`src/vdc_defines.svh`:
```
// Purpose: constants for the video converter input control block
// Assumes: one clock hclk at 200 MHz, AHB-Lite register access
// Notes: levels are in quarter-IRE steps below full scale (0 = full scale)
//
// Functional notes
// - Pixel code and all controls are captured together on the same strobe.
// - Input registers load only on the strobe's leading edge and hold otherwise.
// - The pixel code is 8 bits, first input the msb and eighth the lsb.
// - The pixel code maps onto 256 evenly spaced levels from black to white.
// - Highlight low adds about ten percent of grey scale to any selected level.
// - Blanking low forces the blanking level placed by the pedestal setting.
// - Sync low selects a level below blanking, a negative-going sync pulse.
// - Force-white low ignores the pixel code and selects the top of grey scale.
// - Sync and blanking beat force-white and code; force-white beats code.
// - Pedestal settings 0, 7.5, 10 and 20 IRE place blanking that far below reference black (0 leaves it at black).
// - Reference white sits 10 IRE below full-scale output.
// - Sync, blanking and force-white are inactive high and act only when low.
`ifndef VDC_DEFINES_SVH
`define VDC_DEFINES_SVH

`define VDC_OFS_CTRL 12'h000
`define VDC_OFS_PIXEL 12'h004
`define VDC_OFS_STATUS 12'h008
`define VDC_OFS_LEVEL 12'h00C

`define VDC_CTRL_PED_LSB 0
`define VDC_CTRL_PED_MSB 1
`define VDC_CTRL_SRC_BIT 2
`define VDC_CTRL_STROBE_BIT 3
`define VDC_PIX_CODE_MSB 7
`define VDC_PIX_BRIGHT_N_BIT 8
`define VDC_PIX_WHITE_N_BIT 9
`define VDC_PIX_BLANK_N_BIT 10
`define VDC_PIX_SYNC_N_BIT 11
`define VDC_PIX_RESET 32'h00000F00

// Quarter-IRE units: 100 IRE of grey scale is 400 steps
`define VDC_Q_WHITE 16'h0028
`define VDC_Q_GREY 16'h0190
`define VDC_Q_BRIGHT 16'h0028
`define VDC_Q_SYNC 16'h00A0
`define VDC_Q_PED0 16'h0000
`define VDC_Q_PED75 16'h001E
`define VDC_Q_PED10 16'h0028
`define VDC_Q_PED20 16'h0050
`define VDC_CODE_MAX 16'h00FF

`endif

```
`src/vdc_pkg.sv`:
```
// Purpose: types for the video converter input control block
// Assumes: used with vdc_defines.svh
// Notes: none
package vdc_pkg;
    typedef enum logic [1:0] {VDC_PED_0, VDC_PED_7P5, VDC_PED_10, VDC_PED_20} vdc_ped_t;
    typedef enum logic [2:0] {VDC_SEL_CODE, VDC_SEL_WHITE, VDC_SEL_BLANK,
        VDC_SEL_SYNC} vdc_sel_t;
endpackage

```
`src/vdc_ctrl.sv`:
```
// Purpose: digital front end of a composite video reconstruction converter
// Assumes: strobe and pins synchronous to hclk; software may drive them instead
// Notes: output level is a depth below full scale in quarter-IRE steps, times 255
`include "vdc_defines.svh"
`timescale 1ns/10ps
`default_nettype none
module vdc_ctrl (
    // Clock and reset
    input wire logic hclk,
    input wire logic hresetn,
    // AHB-Lite slave
    input wire logic hsel,
    input wire logic [11:0] haddr,
    input wire logic [1:0] htrans,
    input wire logic hwrite,
    input wire logic [2:0] hsize,
    input wire logic [31:0] hwdata,
    input wire logic hready,
    output logic [31:0] hrdata,
    output logic hreadyout,
    output logic hresp,
    // Video inputs from the timing controller
    input wire logic sample_strobe,
    input wire logic [7:0] pixel_code,
    input wire logic bright_n,
    input wire logic white_n,
    input wire logic blank_n,
    input wire logic sync_n,
    // Registered output selection
    output vdc_pkg::vdc_sel_t level_sel,
    output logic level_bright,
    output logic [23:0] level_depth
);
    import vdc_pkg::*;

    // Bus state
    logic wr_pend_reg, wr_pend_next;
    logic [11:0] wr_addr_reg, wr_addr_next;
    logic [31:0] hrdata_reg, hrdata_next;
    logic [3:0] ctrl_reg, ctrl_next;
    logic [11:0] pix_sw_reg, pix_sw_next;
    // Video state
    logic strobe_d_reg, strobe_d_next;
    logic [7:0] code_reg, code_next;
    logic bright_n_reg, bright_n_next;
    logic white_n_reg, white_n_next;
    logic blank_n_reg, blank_n_next;
    logic sync_n_reg, sync_n_next;
    vdc_sel_t sel_reg, sel_next;
    logic bright_reg, bright_next;
    logic [23:0] depth_reg, depth_next;
    logic [7:0] code_reg_d;
    logic cap_pend_reg, cap_pend_next;

    logic addr_ok;
    logic strobe_in, edge_hit;
    logic [7:0] code_in;
    logic b_in, w_in, k_in, s_in;
    logic [15:0] ped_q;
    vdc_ped_t ped_sel;
    logic [23:0] blank_depth;

    // Every register is a flop, so the slave never needs a wait state
    assign hreadyout = 1'b1;
    assign hresp = 1'b0;
    assign hrdata = hrdata_reg;
    assign level_sel = sel_reg;
    assign level_bright = bright_reg;
    assign level_depth = depth_reg;

    always_comb begin
        addr_ok = hsel && hready && htrans[1];
    end

    // Pin or software source, chosen by the control register
    always_comb begin
        if (ctrl_reg[`VDC_CTRL_SRC_BIT]) begin
            strobe_in = ctrl_reg[`VDC_CTRL_STROBE_BIT];
            code_in = pix_sw_reg[`VDC_PIX_CODE_MSB:0];
            b_in = pix_sw_reg[`VDC_PIX_BRIGHT_N_BIT];
            w_in = pix_sw_reg[`VDC_PIX_WHITE_N_BIT];
            k_in = pix_sw_reg[`VDC_PIX_BLANK_N_BIT];
            s_in = pix_sw_reg[`VDC_PIX_SYNC_N_BIT];
        end else begin
            strobe_in = sample_strobe;
            code_in = pixel_code;
            b_in = bright_n;
            w_in = white_n;
            k_in = blank_n;
            s_in = sync_n;
        end
        // Edge from the sampled level: a strobe held high captures only once
        edge_hit = strobe_in && !strobe_d_reg;
    end

    // Bus next state: writes land in the data phase
    // Unmapped addresses read as zero and ignore writes
    always_comb begin
        wr_pend_next = addr_ok && hwrite;
        wr_addr_next = addr_ok ? haddr : wr_addr_reg;
        hrdata_next = hrdata_reg;
        ctrl_next = ctrl_reg;
        pix_sw_next = pix_sw_reg;
        if (wr_pend_reg) begin
            unique case (wr_addr_reg)
                `VDC_OFS_CTRL: ctrl_next = hwdata[3:0];
                `VDC_OFS_PIXEL: pix_sw_next = hwdata[11:0];
                default: ;
            endcase
        end
        if (addr_ok && !hwrite) begin
            unique case (haddr)
                `VDC_OFS_CTRL: hrdata_next = {28'h0, ctrl_reg};
                `VDC_OFS_PIXEL: hrdata_next = {20'h0, pix_sw_reg};
                `VDC_OFS_STATUS: hrdata_next = {20'h0, sync_n_reg, blank_n_reg,
                    white_n_reg, bright_n_reg, code_reg};
                // Selection field is four bits wide in the read word
                `VDC_OFS_LEVEL: hrdata_next = {3'h0, bright_reg, 1'b0, sel_reg, depth_reg};
                default: hrdata_next = 32'h0;
            endcase
        end
    end

    // Input registers: data and controls share one capture edge
    always_comb begin
        strobe_d_next = strobe_in;
        code_next = code_reg;
        bright_n_next = bright_n_reg;
        white_n_next = white_n_reg;
        blank_n_next = blank_n_reg;
        sync_n_next = sync_n_reg;
        // Capture marker for the checks, high the cycle after each edge
        cap_pend_next = edge_hit;
        if (edge_hit) begin
            code_next = code_in;
            bright_n_next = b_in;
            white_n_next = w_in;
            blank_n_next = k_in;
            sync_n_next = s_in;
        end
    end

    always_comb begin
        // Pedestal moves blanking, and sync with it; reference black stays put
        ped_sel = vdc_ped_t'(ctrl_reg[`VDC_CTRL_PED_MSB:`VDC_CTRL_PED_LSB]);
        unique case (ped_sel)
            VDC_PED_0: ped_q = `VDC_Q_PED0;
            VDC_PED_7P5: ped_q = `VDC_Q_PED75;
            VDC_PED_10: ped_q = `VDC_Q_PED10;
            VDC_PED_20: ped_q = `VDC_Q_PED20;
        endcase
        // Depths scaled by 255 so each code step is exactly grey/255 deep
        // Operands widened first: the scaled depths overflow 16 bits
        blank_depth = (24'(`VDC_Q_WHITE) + 24'(`VDC_Q_GREY) + 24'(ped_q))
            * 24'(`VDC_CODE_MAX);
    end

    // Priority decode from the registered inputs only
    always_comb begin
        bright_next = !bright_n_reg;
        if (!sync_n_reg) begin
            sel_next = VDC_SEL_SYNC;
            depth_next = blank_depth + 24'(`VDC_Q_SYNC * `VDC_CODE_MAX);
        end else if (!blank_n_reg) begin
            sel_next = VDC_SEL_BLANK;
            depth_next = blank_depth;
        end else if (!white_n_reg) begin
            sel_next = VDC_SEL_WHITE;
            depth_next = 24'(`VDC_Q_WHITE * `VDC_CODE_MAX);
        end else begin
            sel_next = VDC_SEL_CODE;
            // 255 equal steps from reference black to reference white
            depth_next = 24'(`VDC_Q_WHITE) * 24'(`VDC_CODE_MAX)
                + 24'(`VDC_Q_GREY) * (24'(`VDC_CODE_MAX) - {16'h0000, code_reg});
        end
        // Highlight applied last so it rides on whichever level won
        if (!bright_n_reg) begin
            depth_next = depth_next - 24'(`VDC_Q_BRIGHT * `VDC_CODE_MAX);
        end
    end

    always_ff @(posedge hclk or negedge hresetn) begin
        if (!hresetn) begin
            // Reset shows reference black with every control inactive
            wr_pend_reg <= 1'b0;
            wr_addr_reg <= 12'h000;
            hrdata_reg <= 32'h00000000;
            ctrl_reg <= 4'h0;
            pix_sw_reg <= 12'hF00;
            strobe_d_reg <= 1'b0;
            code_reg <= 8'h00;
            bright_n_reg <= 1'b1;
            white_n_reg <= 1'b1;
            blank_n_reg <= 1'b1;
            sync_n_reg <= 1'b1;
            cap_pend_reg <= 1'b0;
            sel_reg <= VDC_SEL_CODE;
            bright_reg <= 1'b0;
            depth_reg <= 24'(`VDC_Q_WHITE + `VDC_Q_GREY) * 24'(`VDC_CODE_MAX);
        end else begin
            wr_pend_reg <= wr_pend_next;
            wr_addr_reg <= wr_addr_next;
            hrdata_reg <= hrdata_next;
            ctrl_reg <= ctrl_next;
            pix_sw_reg <= pix_sw_next;
            strobe_d_reg <= strobe_d_next;
            code_reg <= code_next;
            bright_n_reg <= bright_n_next;
            white_n_reg <= white_n_next;
            blank_n_reg <= blank_n_next;
            sync_n_reg <= sync_n_next;
            cap_pend_reg <= cap_pend_next;
            sel_reg <= sel_next;
            bright_reg <= bright_next;
            depth_reg <= depth_next;
        end
    end

    // Helper for checking: code one cycle back
    always_ff @(posedge hclk or negedge hresetn) begin
        if (!hresetn) begin
            code_reg_d <= 8'h00;
        end else begin
            code_reg_d <= code_reg;
        end
    end
endmodule
`default_nettype wire

```
`config.mk`:
```
export PLATFORM = sky130hd
export DESIGN_NAME = vdc_ctrl
export DESIGN_NICKNAME = d
export VERILOG_FILES = /design/src/vdc_pkg.sv /design/src/vdc_ctrl.sv
export VERILOG_INCLUDE_DIRS = /design/src
export SDC_FILE = /design/constraint.sdc
export NUM_CORES = 1
export LEC_CHECK = 0
export ABC_AREA = 0
export BUFFER_PORTS_ARGS = -buffer_cell sky130_fd_sc_hd__clkbuf_2
export CORE_UTILIZATION = 40
export CTS_CLUSTER_SIZE = 10
export DETAILED_ROUTE_END_ITERATION = 10
export GPL_TIMING_DRIVEN = 0
export PLACE_DENSITY = 0.73
export SLEW_MARGIN = 20
export SYNTH_ARGS = -nofsm -noshare
export SYNTH_HDL_FRONTEND = slang
export SYNTH_SLANG_ARGS = --single-unit
```
`constraint.sdc`:
```
create_clock -name hclk -period 4.4 [get_ports hclk]
set_clock_uncertainty 0.05 [all_clocks]
set_input_delay 0.88 -clock hclk [delete_from_list [all_inputs] [get_ports hclk]]
set_output_delay 0.88 -clock hclk [all_outputs]
set_load 0.05 [all_outputs]
```
==> summary.txt <==
Run status
  • Status: finished, final reports clean

Synth
  • Synthesized cell area: 0.00568 mm2
  • Syn Area/Cell: 10.6 um2
  • Yosys cell types: 72
  • Yosys top cell area share: 34.4%
  • Synth Warn #: 0
  • Mapped Cells: 538
  • Async S/R FF share, synth: 100%
  • Seq/Total Area, Yosys: 41.8%
  • Top cells by area, synth: dfrtp_1 (34%), ha_1 (9.5%), dfstp_2 (7.4%)
  • Primary FF master, synth: dfrtp_1
  • Number of synthesized flops with an enable pin: 0
  • Flops & latches, synth: 94
  • Leading area contributor after synthesis: dfrtp_1

STA
  • Fmax: between 0.2 and 0.25 GHz
  • Max-slew violation count: 0
  • Least-Margin Pin Slew: between 800 and 900 ps
  • RSZ-0062 raised after global routing: yes
  • Hold slack: approximately 440 ps
  • Final period utilization: 97.0%
  • Final number of hold-violating endpoints: 0
  • Slew headroom: 45.0%
  • Final Critical Period: roughly 4300 ps
  • Setup violation total in the final timing report: 0

Power
  • Cell Pwr Density: between 500 and 600 mW/mm2
  • Max VDD drop: 233 uV
  • Leak: 3.19 nW
  • Tot Pwr: roughly 4 mW

Critical path
  • Worst reg2reg startpoint: code_reg[3]
  • CP Launch Point: code_reg[3]
  • Crit-path leading delay family: adder cells
  • Critical path capture point type: register
  • Max stage delay cell, worst path: or4_1
  • Worst Path Arrival: approximately 4400 ps
  • Crit-path cells: inv_2, ha_4, ha_1, inv_1, fa_1, inv_1, ha_4, nor2b_4, o311ai_2, a21o_1, o311ai_4, buf_4, or4_1, o2111ai_2, o22ai_2, and4b_1, xor2_1
  • Worst path bufs/invs: 4
  • Crit start category: register
  • Setup CP Type: register to register
  • Crit path largest cell delay: about 530 ps
  • CP max FO: 4
  • WP data required: 4530 ps

Detailed routing
  • Post-DRT Antenna Nets: 0
  • Vias per inst: ~5.4
  • DR iter-0 viols: 310
  • Wire per inst: ~17 um
  • Via count: between 4,000 and 5,000
  • Drt first pass iters: 4
  • Detailed Route WL: 14,400 um
  • DRC viols: 0

Floorplan
  • Horiz. Die Dim: ~120 um
  • Initial Utilization: 40.9%
  • Number of core rows: between 40 and 50
  • # IOs: between 100 and 150
  • Die height: approximately 120 um
  • Die ar.: 0.0147 mm2
  • Core ar.: 0.0139 mm2

Place
  • Placed wire-length estimate: 10,900 um
  • IO buf count: 92
  • GP Congestion: 0.910

Clock tree
  • H-tree depth: 3
  • CTS tree: done
  • CTS Hold Bufs: 0
  • Root Buffer: clkbuf_16
  • CTS Buf Count: 9
  • Clock transition at path regs: 70 ps
  • Clk Latency, worst-skew pair: 350 ps
  • Clk sink count: 94
  • Clock Path Buffers: 2

GRT
  • First-pass GRT wire length: roughly 23,000 um
  • Initial antenna violation count: 0
  • Largest net degree at the start of global routing: 95
  • GRT Overall Usage: 20.2%
  • Vias in the first global route: ~4,500
  • Grt ovf: 0

Layout
  • Register area: roughly 0.0024 mm2
  • Layout Nets: 769
  • Commonest non-fill, non-tap cell in the layout: clkbuf_2
  • Layout cells sized above 1: 34.0%
  • Commonest cells after routing, fill and taps aside: clkbuf_2 (91), dfrtp_1 (75), ha_1 (38), mux2_2 (36), nor2_1 (35)
  • Max FFs per register: 27
  • Multi-input gate area: around 0.0032 mm2
  • Area growth from synthesis to layout: 22.3%
  • # diodes: 0
  • Filler cells: approximately 1,200

Run
  • Max Cap Viol: 0

Min path
  • Min-delay src: hrdata[6]
  • Worst hold path class: register to register
-- final cells by class --
class	instances	area share, %
Multi-Input combinational cell	384	46.4
Sequential cell	94	34.2
Timing Repair Buffer	100	7.62
Clock buffer	9	3.24
Tap cell	180	3.24
Buffer	37	2.61
Inverter	30	1.62
Clock inverter	7	1.05
-- final timing paths --
| path | end | slack, ps | depth (start not counted) |
|---|---|---|---|
| setup / recovery | level_depth[18] | 130 | 17 |
| hold / removal | hrdata[6] | 440 | 2 |
| setup reg to reg | level_depth[18] | 130 | 17 |
| hold reg to reg | hrdata[6] | 440 | 2 |
| max in group asynchronous | code_reg[0] | 3240 | 1 |
| min in group asynchronous | wr_addr_reg[7] | 530 | 1 |
-- tightest hold or removal path, cell delays in order (launching register included) --
cell	delay, ps
dfrtp_1	350
nand2_1	50
o31ai_1	60
-- through the flow --
step                      instances  cell area, um2  utilization (%)  setup TNS, ps  setup slack [ps]
final                           841            6940             50.0              0               131
after floorplan                 546            5710                -              0               217
after global routing            841            6940             50.0          -91.8             -38.0
after detailed placement        818            6400             46.1          -1770              -322
after CTS                       837            6750             48.6              0              7.50
after global placement          818            6390             46.1          -1410              -246
-- Yosys cell counts (3+ instances only) --
cell type	number
o211ai_1	6
o21ai_0	13
a21oi_1	28
mux2_2	36
nor4_1	9
buf_1	5
nand3_1	7
dfstp_2	16
clkbuf_1	19
nand2b_1	4
ha_1	43
o21a_1	5
fa_1	3
a21o_1	5
a22o_1	15
nand4_1	3
or3_1	3
xnor2_1	15
mux2i_1	15
o31ai_1	13
a22oi_1	9
a31oi_1	3
nor3b_1	3
nor2b_1	9
and2_1	4
inv_1	29
buf_4	10
nor3_1	9
or2_1	3
buf_2	4
xor2_1	6
dfrtp_1	78
nor2_1	35
nand2_1	28
-- repair_timing --
action                     CTS  global route
setup endpoints to repair    8            10
buffers inserted             3             5
resized for setup            4            29
pin swaps                    2            14
-- report_power, final --
part | total (mW) | switching, mW | internal, mW
clock network | 0.783 | 0.340 | 0.443
registers | 1.12 | 0.0949 | 1.02
logic | 2.10 | 1.28 | 0.821
total | 4.01 | 1.72 | 2.29
-- per-layer routing --
layer  wire [um]  vias to the layer above  track usage [%]  share of wire, %
met5           0                        -                0                 0
met4         250                        0             7.25               1.7
met3         719                       21             3.52               5.0
met2        7160                      139             34.5                50
li1            -                     2161                -                 -
met1        6300                     2262             25.5                44
-- cells by family after synthesis --
group                      Yosys count  synth area share [%]
DFF                                 94                  41.8
AOI/OAI and AO/OA                  123                  16.2
other                                2                 0.132
muxes                               53                  10.6
and+or+nand+nor                    130                  11.9
adders and majority gates           46                  10.5
buffers and inverters               68                  5.24
xor gates and xnor gates            22                  3.64
(Power assumes the default switching activity.)
